`src/rtl/qso_pkg.sv`:
```
// Constants of the quick-stop, output and capture block.
// Assumes one 20 MHz clock and a parameter port with fixed offsets.
package qso_pkg;
  // ----------------------------------------
  // Widths
  // ----------------------------------------
  localparam int ADDR_W = 16;
  localparam int DATA_W = 32;
  localparam int POS_W = 32;
  localparam int CNT_W = 16;
  localparam int DOUT_W = 16;
  // ----------------------------------------
  // Parameter offsets
  // ----------------------------------------
  localparam logic [15:0] OFS_QS_DECEL = 16'h0624;
  localparam logic [15:0] OFS_QS_REACT = 16'h0630;
  localparam logic [15:0] OFS_DOUT = 16'h0822;
  localparam logic [15:0] OFS_QS_CUR = 16'h110a;
  localparam logic [15:0] OFS_HALT_CUR = 16'h110c;
  localparam logic [15:0] OFS_CAP_DONE = 16'h0a02;
  localparam logic [15:0] OFS_CAPTURE_INPUT_ONE_EDGE = 16'h0a04;
  localparam logic [15:0] OFS_CAPTURE_INPUT_TWO_EDGE = 16'h0a06;
  localparam logic [15:0] OFS_CAPTURE_INPUT_ONE_ACT = 16'h0a08;
  localparam logic [15:0] OFS_CAPTURE_INPUT_TWO_ACT = 16'h0a0a;
  localparam logic [15:0] OFS_CAPTURE_INPUT_ONE_POS = 16'h0a0c;
  localparam logic [15:0] OFS_CAPTURE_INPUT_TWO_POS = 16'h0a0e;
  localparam logic [15:0] OFS_CAPTURE_INPUT_ONE_CNT = 16'h0a10;
  localparam logic [15:0] OFS_CAPTURE_INPUT_TWO_CNT = 16'h0a12;
  // ----------------------------------------
  // Reset values and limits
  // ----------------------------------------
  localparam logic [31:0] DECEL_RST = 32'h0000_1770;
  localparam logic [31:0] DECEL_MIN = 32'h0000_00c8;
  localparam logic [31:0] DECEL_MAX = 32'h002d_c6c0;
  localparam logic [15:0] REACT_RST = 16'h0007;
  // ----------------------------------------
  // Reaction codes, operating states
  // ----------------------------------------
  localparam logic [15:0] REACT_TQ_FAULT = 16'hfffe;
  localparam logic [15:0] REACT_DEC_FAULT = 16'hffff;
  localparam logic [15:0] REACT_DEC_HOLD = 16'h0006;
  localparam logic [15:0] REACT_TQ_HOLD = 16'h0007;
  localparam logic [3:0] OPST_RUN = 4'h6;
  localparam logic [3:0] OPST_QS_ACTIVE = 4'h7;
  localparam logic [3:0] OPST_FAULT = 4'h9;
  localparam logic [1:0] ERR_CLASS_1 = 2'h1;
  localparam logic [1:0] ERR_CLASS_2 = 2'h2;
  // ----------------------------------------
  // Capture settings, quick-stop sequencer states
  // ----------------------------------------
  localparam logic [1:0] CAP_STOP = 2'h0;
  localparam logic [1:0] CAP_ONCE = 2'h1;
  localparam logic [1:0] CAP_CONT = 2'h2;
  localparam logic EDGE_FALL = 1'b0;
  localparam logic EDGE_RISE = 1'b1;
  typedef enum logic [1:0] {QS_IDLE, QS_BRAKE, QS_HOLD, QS_FAULT} qso_state_e;
endpackage

```
`src/rtl/qso_cap_if.sv`:
```
// Carrier between the register side and one capture unit.
// Assumes both ends share ref_clk_in.
interface qso_cap_if;
  logic act;
  logic [1:0] mode;
  logic edge_rise;
  logic done;
  logic [31:0] pos;
  logic [15:0] count;
  modport unit(input act, input mode, input edge_rise, output done, output pos, output count);
  modport ctrl(output act, output mode, output edge_rise, input done, input pos, input count);
endinterface

```
`src/rtl/qso_capture.sv`:
```
// One position capture unit: pin filter, edge pick, latch and counter.
// Assumes the pin is asynchronous and the position is on ref_clk_in.
module qso_capture (
  input wire logic ref_clk_in,
  input wire logic rst_b_in,
  input wire logic pin_in,
  input wire logic [qso_pkg::POS_W-1:0] motor_pos_in,
  qso_cap_if.unit cap
);
  import qso_pkg::*;

  logic s1_r, s2_r, s3_r, lvl_r;
  logic armed_r, cont_r;
  logic edge_ok, hit, arm;

  // ----------------------------------------
  // Pin filter
  // ----------------------------------------
  // Chain runs through reset so the held level starts at the idle pin level
  always_ff @(posedge ref_clk_in) begin
    s1_r <= pin_in;
    s2_r <= s1_r;
    s3_r <= s2_r;
    if (!rst_b_in || s2_r == s3_r) begin
      lvl_r <= s3_r;
    end
  end

  // Edge counts only once the two late stages agree
  assign edge_ok = (s2_r == s3_r) && (s3_r != lvl_r) && (s3_r == cap.edge_rise);
  assign hit = armed_r && edge_ok;
  // Only a start clears count and flag; a cancel keeps them
  assign arm = cap.act && (cap.mode != CAP_STOP);

  // ----------------------------------------
  // Arming and latch
  // ----------------------------------------
  always_ff @(posedge ref_clk_in) begin
    if (!rst_b_in) begin
      armed_r <= 1'b0;
      cont_r <= 1'b0;
    end else if (cap.act) begin
      armed_r <= (cap.mode != CAP_STOP);
      cont_r <= (cap.mode == CAP_CONT);
    end else if (hit && !cont_r) begin
      armed_r <= 1'b0;
    end
  end

  always_ff @(posedge ref_clk_in) begin
    if (!rst_b_in) begin
      cap.pos <= '0;
    end else if (hit) begin
      cap.pos <= motor_pos_in;
    end
  end

  // Capture beats a clear landing in the same cycle
  always_ff @(posedge ref_clk_in) begin
    if (!rst_b_in) begin
      cap.done <= 1'b0;
      cap.count <= '0;
    end else begin
      cap.done <= hit | (cap.done & ~arm);
      if (arm) begin
        cap.count <= hit ? 16'h0001 : 16'h0000;
      end else if (hit) begin
        cap.count <= cap.count + 16'h0001;
      end
    end
  end

  // ----------------------------------------
  // Checks
  // ----------------------------------------
  property p_once_disarms;
    @(posedge ref_clk_in) disable iff (!rst_b_in)
    (hit && !cont_r && !cap.act) |=> !armed_r;
  endproperty
  a_once_disarms: assert property (p_once_disarms) else $error("one-time capture stayed armed");

  property p_pos_latch;
    @(posedge ref_clk_in) disable iff (!rst_b_in)
    hit |=> (cap.pos == $past(motor_pos_in)) && cap.done;
  endproperty
  a_pos_latch: assert property (p_pos_latch) else $error("position not latched on edge");

  property p_count_clear;
    @(posedge ref_clk_in) disable iff (!rst_b_in)
    (arm && !hit) |=> (cap.count == 16'h0000);
  endproperty
  a_count_clear: assert property (p_count_clear) else $error("count not cleared on activation");

  property p_cancel_keeps;
    @(posedge ref_clk_in) disable iff (!rst_b_in)
    (cap.act && !arm && !hit) |=> $stable(cap.count);
  endproperty
  a_cancel_keeps: assert property (p_cancel_keeps) else $error("cancel cleared the count");

  c_cont_two: cover property (@(posedge ref_clk_in) disable iff (!rst_b_in) (hit && cont_r) ##[1:200] hit);
endmodule

```
`src/rtl/qso_top.sv`:
```
// Quick-stop reaction, torque limits, direct outputs and two capture units.
// Assumes a fieldbus parameter port on ref_clk_in and status inputs from the
// drive core on the same clock; capture pins arrive asynchronously.
//
// Notes on behaviour
// Quick stop starts on fieldbus command or error of class 1 or 2.
// After standstill, stay in state 7 or go to state 9.
// Code -2 torque ramp then fault; code -1 deceleration ramp then fault.
// Code 6 deceleration ramp, code 7 torque ramp, both hold; 7 is default.
// Deceleration ramp only with velocity profile; otherwise torque ramp.
// Reaction code changes act at once.
// Quick-stop deceleration 200..3000000, default 6000, used at next movement.
// Quick-stop current in 0.01 A steps, acts at once.
// Halt current in 0.01 A steps, acts at once.
// Writes to outputs not freely assigned are ignored.
// Write bit n drives output n+1.
// Two independent capture inputs on the logic lines.
// One-time capture latches only the first qualifying edge.
// Continuous capture latches on every qualifying edge.
// Qualifying edge is rising or falling per input.
// Edge select 0 falling, 1 rising, default 0, acts at once.
// Activation 0 cancels, 1 one-time, 2 continuous.
// Done flags: bit 0 input one, bit 1 input two.
// Event counter counts captures, cleared on activation.
// Inputs synchronised first; position of detection cycle is latched.
// Undefined reaction code acts as code 7.
module qso_top #(
  parameter logic [15:0] QS_CUR_RST = 16'h0064,
  parameter logic [15:0] HALT_CUR_RST = 16'h0064
) (
  input wire logic ref_clk_in,
  input wire logic rst_b_in,
  input wire logic par_wr_in,
  input wire logic par_rd_in,
  input wire logic [qso_pkg::ADDR_W-1:0] par_addr_in,
  input wire logic [qso_pkg::DATA_W-1:0] par_wdata_in,
  output logic [qso_pkg::DATA_W-1:0] par_rdata_out,
  output logic par_ack_out,
  output logic par_err_out,
  input wire logic qs_cmd_in,
  input wire logic qs_release_in,
  input wire logic fault_reset_in,
  input wire logic err_detect_in,
  input wire logic [1:0] err_class_in,
  input wire logic vel_profile_in,
  input wire logic standstill_in,
  input wire logic motion_start_in,
  input wire logic halt_in,
  input wire logic [qso_pkg::DOUT_W-1:0] output_free_in,
  input wire logic logic_line_one_in,
  input wire logic logic_line_two_in,
  input wire logic [qso_pkg::POS_W-1:0] motor_pos_in,
  output logic [3:0] op_state_out,
  output logic brake_decel_out,
  output logic brake_torque_out,
  output logic [qso_pkg::DATA_W-1:0] decel_rate_out,
  output logic [15:0] torque_limit_out,
  output logic [qso_pkg::DOUT_W-1:0] dout_out
);
  import qso_pkg::*;

  // ----------------------------------------
  // Helpers
  // ----------------------------------------
  function automatic logic [15:0] react_eff(input logic [15:0] c);
    if (c == REACT_TQ_FAULT || c == REACT_DEC_FAULT || c == REACT_DEC_HOLD) begin
      react_eff = c;
    end else begin
      react_eff = REACT_TQ_HOLD;
    end
  endfunction

  function automatic logic wants_decel(input logic [15:0] c);
    wants_decel = (react_eff(c) == REACT_DEC_FAULT) || (react_eff(c) == REACT_DEC_HOLD);
  endfunction

  function automatic logic ends_fault(input logic [15:0] c);
    ends_fault = (react_eff(c) == REACT_TQ_FAULT) || (react_eff(c) == REACT_DEC_FAULT);
  endfunction

  // ----------------------------------------
  // Parameter registers
  // ----------------------------------------
  logic [31:0] qs_decel_r;
  logic [15:0] qs_react_r;
  logic [15:0] qs_cur_r;
  logic [15:0] halt_cur_r;
  logic edge1_r, edge2_r;
  logic [1:0] act1_r, act2_r;
  logic wr_decel, wr_react, wr_dout, wr_qcur, wr_hcur;
  logic wr_e1, wr_e2, wr_a1, wr_a2;

  assign wr_decel = par_wr_in && (par_addr_in == OFS_QS_DECEL);
  assign wr_react = par_wr_in && (par_addr_in == OFS_QS_REACT);
  assign wr_dout = par_wr_in && (par_addr_in == OFS_DOUT);
  assign wr_qcur = par_wr_in && (par_addr_in == OFS_QS_CUR);
  assign wr_hcur = par_wr_in && (par_addr_in == OFS_HALT_CUR);
  assign wr_e1 = par_wr_in && (par_addr_in == OFS_CAPTURE_INPUT_ONE_EDGE);
  assign wr_e2 = par_wr_in && (par_addr_in == OFS_CAPTURE_INPUT_TWO_EDGE);
  assign wr_a1 = par_wr_in && (par_addr_in == OFS_CAPTURE_INPUT_ONE_ACT) && (par_wdata_in[15:0] <= {14'h0000, CAP_CONT});
  assign wr_a2 = par_wr_in && (par_addr_in == OFS_CAPTURE_INPUT_TWO_ACT) && (par_wdata_in[15:0] <= {14'h0000, CAP_CONT});

  always_ff @(posedge ref_clk_in) begin
    if (!rst_b_in) begin
      qs_decel_r <= DECEL_RST;
    end else if (wr_decel && par_wdata_in >= DECEL_MIN && par_wdata_in <= DECEL_MAX) begin
      qs_decel_r <= par_wdata_in;
    end
  end

  always_ff @(posedge ref_clk_in) begin
    if (!rst_b_in) begin
      qs_react_r <= REACT_RST;
    end else if (wr_react) begin
      qs_react_r <= par_wdata_in[15:0];
    end
  end

  always_ff @(posedge ref_clk_in) begin
    if (!rst_b_in) begin
      qs_cur_r <= QS_CUR_RST;
      halt_cur_r <= HALT_CUR_RST;
    end else begin
      if (wr_qcur) begin
        qs_cur_r <= par_wdata_in[15:0];
      end
      if (wr_hcur) begin
        halt_cur_r <= par_wdata_in[15:0];
      end
    end
  end

  always_ff @(posedge ref_clk_in) begin
    if (!rst_b_in) begin
      edge1_r <= EDGE_FALL;
      edge2_r <= EDGE_FALL;
      act1_r <= CAP_STOP;
      act2_r <= CAP_STOP;
    end else begin
      if (wr_e1) begin
        edge1_r <= par_wdata_in[0];
      end
      if (wr_e2) begin
        edge2_r <= par_wdata_in[0];
      end
      if (wr_a1) begin
        act1_r <= par_wdata_in[1:0];
      end
      if (wr_a2) begin
        act2_r <= par_wdata_in[1:0];
      end
    end
  end

  // ----------------------------------------
  // Direct outputs
  // ----------------------------------------
  // Only freely assigned bits take the written value
  always_ff @(posedge ref_clk_in) begin
    if (!rst_b_in) begin
      dout_out <= '0;
    end else if (wr_dout) begin
      dout_out <= (par_wdata_in[15:0] & output_free_in) | (dout_out & ~output_free_in);
    end
  end

  // ----------------------------------------
  // Quick-stop sequencer
  // ----------------------------------------
  qso_state_e st_r;
  logic qs_trig;

  assign qs_trig = qs_cmd_in ||
    (err_detect_in && (err_class_in == ERR_CLASS_1 || err_class_in == ERR_CLASS_2));

  always_ff @(posedge ref_clk_in) begin
    if (!rst_b_in) begin
      st_r <= QS_IDLE;
    end else begin
      case (st_r)
        QS_IDLE: begin
          if (qs_trig) begin
            st_r <= QS_BRAKE;
          end
        end
        QS_BRAKE: begin
          if (standstill_in) begin
            st_r <= ends_fault(qs_react_r) ? QS_FAULT : QS_HOLD;
          end
        end
        QS_HOLD: begin
          if (qs_release_in) begin
            st_r <= QS_IDLE;
          end
        end
        QS_FAULT: begin
          if (fault_reset_in) begin
            st_r <= QS_IDLE;
          end
        end
        default: st_r <= QS_IDLE;
      endcase
    end
  end

  // Reaction code read live, so a change mid-brake acts at once
  always_ff @(posedge ref_clk_in) begin
    if (!rst_b_in) begin
      brake_decel_out <= 1'b0;
      brake_torque_out <= 1'b0;
      op_state_out <= OPST_RUN;
    end else begin
      brake_decel_out <= (st_r == QS_BRAKE) && wants_decel(qs_react_r) && vel_profile_in;
      brake_torque_out <= (st_r == QS_BRAKE) && !(wants_decel(qs_react_r) && vel_profile_in);
      case (st_r)
        QS_FAULT: op_state_out <= OPST_FAULT;
        QS_IDLE: op_state_out <= OPST_RUN;
        default: op_state_out <= OPST_QS_ACTIVE;
      endcase
    end
  end

  // Current limits are raw 0.01 A codes passed through
  always_ff @(posedge ref_clk_in) begin
    if (!rst_b_in) begin
      torque_limit_out <= '0;
    end else if (st_r == QS_BRAKE) begin
      torque_limit_out <= qs_cur_r;
    end else if (halt_in) begin
      torque_limit_out <= halt_cur_r;
    end else begin
      torque_limit_out <= '0;
    end
  end

  // Ramp only picked up when a movement begins
  always_ff @(posedge ref_clk_in) begin
    if (!rst_b_in) begin
      decel_rate_out <= DECEL_RST;
    end else if (motion_start_in) begin
      decel_rate_out <= qs_decel_r;
    end
  end

  // ----------------------------------------
  // Capture units
  // ----------------------------------------
  qso_cap_if capture_input_one_if ();
  qso_cap_if capture_input_two_if ();

  assign capture_input_one_if.act = wr_a1;
  assign capture_input_one_if.mode = par_wdata_in[1:0];
  assign capture_input_one_if.edge_rise = edge1_r;
  assign capture_input_two_if.act = wr_a2;
  assign capture_input_two_if.mode = par_wdata_in[1:0];
  assign capture_input_two_if.edge_rise = edge2_r;

  qso_capture u_capture_input_one (
    .ref_clk_in(ref_clk_in),
    .rst_b_in(rst_b_in),
    .pin_in(logic_line_one_in),
    .motor_pos_in(motor_pos_in),
    .cap(capture_input_one_if)
  );

  qso_capture u_capture_input_two (
    .ref_clk_in(ref_clk_in),
    .rst_b_in(rst_b_in),
    .pin_in(logic_line_two_in),
    .motor_pos_in(motor_pos_in),
    .cap(capture_input_two_if)
  );

  // ----------------------------------------
  // Read-back
  // ----------------------------------------
  logic [31:0] rd_mux;
  logic rd_hit;

  always_comb begin
    rd_hit = 1'b1;
    rd_mux = '0;
    case (par_addr_in)
      OFS_QS_DECEL: rd_mux = qs_decel_r;
      OFS_QS_REACT: rd_mux = {16'h0000, qs_react_r};
      OFS_DOUT: rd_mux = {16'h0000, dout_out};
      OFS_QS_CUR: rd_mux = {16'h0000, qs_cur_r};
      OFS_HALT_CUR: rd_mux = {16'h0000, halt_cur_r};
      OFS_CAP_DONE: rd_mux = {30'h0000_0000, capture_input_two_if.done, capture_input_one_if.done};
      OFS_CAPTURE_INPUT_ONE_EDGE: rd_mux = {31'h0000_0000, edge1_r};
      OFS_CAPTURE_INPUT_TWO_EDGE: rd_mux = {31'h0000_0000, edge2_r};
      OFS_CAPTURE_INPUT_ONE_ACT: rd_mux = {30'h0000_0000, act1_r};
      OFS_CAPTURE_INPUT_TWO_ACT: rd_mux = {30'h0000_0000, act2_r};
      OFS_CAPTURE_INPUT_ONE_POS: rd_mux = capture_input_one_if.pos;
      OFS_CAPTURE_INPUT_TWO_POS: rd_mux = capture_input_two_if.pos;
      OFS_CAPTURE_INPUT_ONE_CNT: rd_mux = {16'h0000, capture_input_one_if.count};
      OFS_CAPTURE_INPUT_TWO_CNT: rd_mux = {16'h0000, capture_input_two_if.count};
      default: rd_hit = 1'b0;
    endcase
  end

  always_ff @(posedge ref_clk_in) begin
    if (!rst_b_in) begin
      par_rdata_out <= '0;
      par_ack_out <= 1'b0;
      par_err_out <= 1'b0;
    end else begin
      par_ack_out <= par_rd_in || par_wr_in;
      par_err_out <= (par_rd_in || par_wr_in) && !rd_hit;
      par_rdata_out <= (par_rd_in && rd_hit) ? rd_mux : '0;
    end
  end

  // ----------------------------------------
  // Checks
  // ----------------------------------------
  property p_trig_brake;
    @(posedge ref_clk_in) disable iff (!rst_b_in)
    (st_r == QS_IDLE && qs_trig) |=> (st_r == QS_BRAKE) ##1 (op_state_out == OPST_QS_ACTIVE);
  endproperty
  a_trig_brake: assert property (p_trig_brake) else $error("quick stop not started");

  property p_end_fault;
    @(posedge ref_clk_in) disable iff (!rst_b_in)
    (st_r == QS_BRAKE && standstill_in && ends_fault(qs_react_r)) |=> ##1 (op_state_out == OPST_FAULT);
  endproperty
  a_end_fault: assert property (p_end_fault) else $error("fault state not reached");

  property p_end_hold;
    @(posedge ref_clk_in) disable iff (!rst_b_in)
    (st_r == QS_BRAKE && standstill_in && !ends_fault(qs_react_r)) |=> ##1 (op_state_out == OPST_QS_ACTIVE);
  endproperty
  a_end_hold: assert property (p_end_hold) else $error("quick-stop state not held");

  property p_no_decel_wo_profile;
    @(posedge ref_clk_in) disable iff (!rst_b_in)
    (st_r == QS_BRAKE && !vel_profile_in) |=> (brake_torque_out && !brake_decel_out);
  endproperty
  a_no_decel_wo_profile: assert property (p_no_decel_wo_profile) else $error("decel ramp without profile");

  property p_undef_code;
    @(posedge ref_clk_in) disable iff (!rst_b_in)
    (st_r == QS_BRAKE && react_eff(qs_react_r) != qs_react_r) |=> brake_torque_out;
  endproperty
  a_undef_code: assert property (p_undef_code) else $error("undefined code not torque ramp");

  property p_dout_mask;
    @(posedge ref_clk_in) disable iff (!rst_b_in)
    wr_dout |=> ((dout_out & ~$past(output_free_in)) == ($past(dout_out) & ~$past(output_free_in)));
  endproperty
  a_dout_mask: assert property (p_dout_mask) else $error("locked output changed");

  property p_decel_next_move;
    @(posedge ref_clk_in) disable iff (!rst_b_in)
    !motion_start_in |=> $stable(decel_rate_out);
  endproperty
  a_decel_next_move: assert property (p_decel_next_move) else $error("ramp changed mid-move");

  c_fault_path: cover property (@(posedge ref_clk_in) disable iff (!rst_b_in)
    (st_r == QS_BRAKE) ##[1:100] (op_state_out == OPST_FAULT));
  c_decel_brake: cover property (@(posedge ref_clk_in) disable iff (!rst_b_in) brake_decel_out);
endmodule

```
`config.mk`:
```
export PLATFORM = sky130hd
export DESIGN_NAME = qso_top
export DESIGN_NICKNAME = d
export VERILOG_FILES = /design/src/rtl/qso_pkg.sv /design/src/rtl/qso_cap_if.sv /design/src/rtl/qso_capture.sv /design/src/rtl/qso_top.sv
export SDC_FILE = /design/constraint.sdc
export NUM_CORES = 1
export LEC_CHECK = 0
export BUFFER_PORTS_ARGS = -buffer_cell sky130_fd_sc_hd__buf_2
export CAP_MARGIN = 0
export CORE_ASPECT_RATIO = 2
export CORE_MARGIN = 5
export CORE_UTILIZATION = 55
export CTS_BUF_LIST = sky130_fd_sc_hd__clkbuf_2 sky130_fd_sc_hd__clkbuf_4 sky130_fd_sc_hd__clkbuf_8
export DETAILED_ROUTE_END_ITERATION = 7
export PLACE_DENSITY = 0.82
export RECOVER_POWER = 25
export SLEW_MARGIN = 5
export SYNTH_ARGS = -nofsm -noshare
export SYNTH_HDL_FRONTEND = slang
export SYNTH_SLANG_ARGS = --single-unit
```
`constraint.sdc`:
```
create_clock -name ref_clk_in -period 3.4 [get_ports ref_clk_in]
set_input_delay 0.68 -clock ref_clk_in [delete_from_list [all_inputs] [get_ports ref_clk_in]]
set_output_delay 0.68 -clock ref_clk_in [all_outputs]
set_load 0.03 [all_outputs]
```
==> metrics <==
final setup margin=0.766 ns; CP top delay family=buffers and inverters; area share of the largest cell type after synthesis=0.486; status=complete, but fails checks; count of cell types in the netlist=62; cells after synthesis=1,372; Synth top cells by count=dfxtp_1, nand2_1, a21boi_0; synthesized flop and latch total=301; Hold Startpoint=logic_line_one_in; Setup WS pre-CTS=0.406 ns; clk sink count=301; register area share after synthesis=0.491; Clock Pin Slew Worst Setup and Hold Paths=0.07 ns; setup TNS=0 ns; Slew Limit Headroom=-0.703; post-route ant nets=0; most frequent cell after synthesis=dfxtp_1; Cell Area, Synth=12,300 sq um; final setup fails=0; largest net degree at the start of global routing=85; Final Max Tran Viols=101; post-synth top area cell=dfxtp_1; WP data required=3.88 ns; crit path max fanout=67; htree depth=2; Fmax=380 MHz; Mapped Avg Cell Area=8.98 sq um; hold-fix buffer count after cts=0; Post-synth EDFFs=2; Maximum Capacitance Violations=2; Post-CTS Setup Bufs=0; DP Wirelength=28,800 um; Hold WC Path Type=in -> reg; CORE AREA=22,100 sq um; CTS tree=done; crit path launch=rst_b_in; Worst-Skew Late Latency=0.56 ns; Fillers=1,821; initial antenna violation count=2; fin crit share=0.775; Data arrival, critical path=3.11 ns; Pwr Density=487 nW/um^2; DR WL/cell=21.1 um; Layout area overhead=18.7%; total CTS buffers=42; vias in the first global route=11.4k; die height=222 um; Critical R2R Launch=capture_input_one_if.edge_rise; post_cts resized=0; FP Rows=77; YS warnings=0; port bufs=215; final hold viol count=0; worst-margin pin slew=2.56 ns; Die Span X=116 um; peak supply drop=0.359 mV; asr flop ratio synth=0; first-pass GRT wire length=61,300 um; vias per std cell=6.02; min cycle time layout=2.63 ns; final net count=1,690; unrepaired setup endpoints after global routing=false; Startpoint Class=input pin; Buffers & Inverters on Critical Path=2; All-Layer GR Usage=0.304; critical path capture point type=register; kind of critical path=in -> reg; Top-Level Pins=216; ordered list of cells on the worst path=buf_4, clkbuf_1, o21a_1, nor2b_1; Main synth FF type=dfxtp_1; Die ar.=25,700 sq um; Net Count, Synth=1,486; drt pass-1 iters=8; DRC Markers=0; slowest CP cell=clkbuf_1; fraction of layout cells with a size suffix above 1=0.193; Clock Skews=0.0194 ns; Final GP Congestion=1.00; max incr delay on CP=1.69 ns; Starting DRT DRC Count=1,191; clock root buffer=clkbuf_8; P_leak=5.64 nW; vias post-DR=11.3k; Clock Tree Buf Depth=3; Remaining Overflow, GRT=0; main area contributors after synthesis=dfxtp_1, nand2_1, a21boi_0; Initial Utilization=0.559; failing checks=capacitance limit, slew limit; WL final=39,700 um
[worst register-to-register path: cells and delay by family, from the launching register on]
kind | cells | cell delay [ns]
xor+xnor | 1 | 0.16
compound gates | 1 | 0.23
flops | 1 | 0.35
simple gates | 4 | 1.52
[cell families (layout without fill, tap and decap cells)]
kind of cell / after synthesis / after routing / share of synthesized area
buffers and inverters: 107 / 340 / 0.0346
flip-flops: 301 / 301 / 0.491
other: 0 / 1 / 0
multiplexers: 67 / 67 / 0.0545
AND/OR/NAND/NOR: 580 / 580 / 0.218
XOR/XNOR: 32 / 32 / 0.0227
adder cells (fa/ha/maj): 2 / 2 / 0.00203
AO/OA/AOI/OAI: 283 / 283 / 0.177
[power by group]
part	total [mW]	leakage (nW)	switching, mW	internal [mW]
clock network	3.19	0.502	1.37	1.82
registers	3.57	2.43	0.0158	3.55
logic	0.364	2.71	0.227	0.136
total	7.12	5.64	1.61	5.51
[cell usage in the layout, fill, tap and decap left out, types with 17 or more instances in the layout]
cell type,n
xnor2_1,17
and3_1,19
nand4_1,22
a222oi_1,43
buf_4,41
mux2i_1,66
clkbuf_8,54
nor2_1,74
a22oi_1,19
o21ai_0,27
nand3_1,51
nand2_1,297
nor2b_1,48
a21boi_0,109
clkbuf_1,39
buf_2,177
nor3_1,20
a22o_1,31
dfxtp_1,299
[per-stage QoR]
step                      hold WS (ns)  utilization  power, mW  area [sq um]  std cells
after floorplan                  0.310            -       3.83         12300       1372
after global placement           0.326        0.622       4.00         13700       1808
after detailed placement         0.329        0.622       4.00         13700       1808
after CTS                        0.202        0.665       7.15         14700       1881
after global routing             0.214        0.663       7.34         14600       1882
final                            0.232        0.663       7.12         14600       1882
[flip-flops by register name, summed over array words and instances, names as in the netlist, 2 cells and up, named ones only]
| signal | flops |
|---|---|
| qs_react_r | 16 |
| op_state_out | 3 |
| halt_cur_r | 16 |
| u_capture_input_two.cap.pos | 32 |
| qs_decel_r | 32 |
| act2_r | 2 |
| u_capture_input_one.cap.count | 16 |
| decel_rate_out | 32 |
| qs_cur_r | 16 |
| act1_r | 2 |
| u_capture_input_two.cap.count | 16 |
| par_rdata_out | 32 |
| torque_limit_out | 16 |
| st_r | 2 |
| u_capture_input_one.cap.pos | 32 |
[metal layers]
metal  track usage  vias to the layer above  wire length (um)
li1              -                     5255                 -
met1         0.319                     5369             13500
met2         0.543                      528             20900
met3        0.0470                      167              2500
met4         0.199                        2              2810
met5             0                        -                 7
[worst paths after layout]
kind                                             to  slack (ns)  depth (start not counted)
setup / recovery                        par_err_out        0.77                          4
setup reg to reg  u_capture_input_one.cap.count[15]        1.03                          6
hold reg to reg            u_capture_input_two.s2_r        0.35                          0
hold / removal             u_capture_input_one.s1_r        0.23                          1
[layout make-up]
cell class / count / area (sq um) / area share
Timing Repair Buffer: 257 / 1340 / 0.0916
Antenna cell: 1 / 2.50 / 0.000171
Clock inverter: 11 / 164 / 0.0112
Inverter: 10 / 37.5 / 0.00257
Clock buffer: 62 / 803 / 0.0549
Tap cell: 276 / 345 / 0.0236
Sequential cell: 301 / 6050 / 0.413
Multi-Input combinational cell: 964 / 5890 / 0.402
No activity file was read; power rests on OpenSTA's default activity.
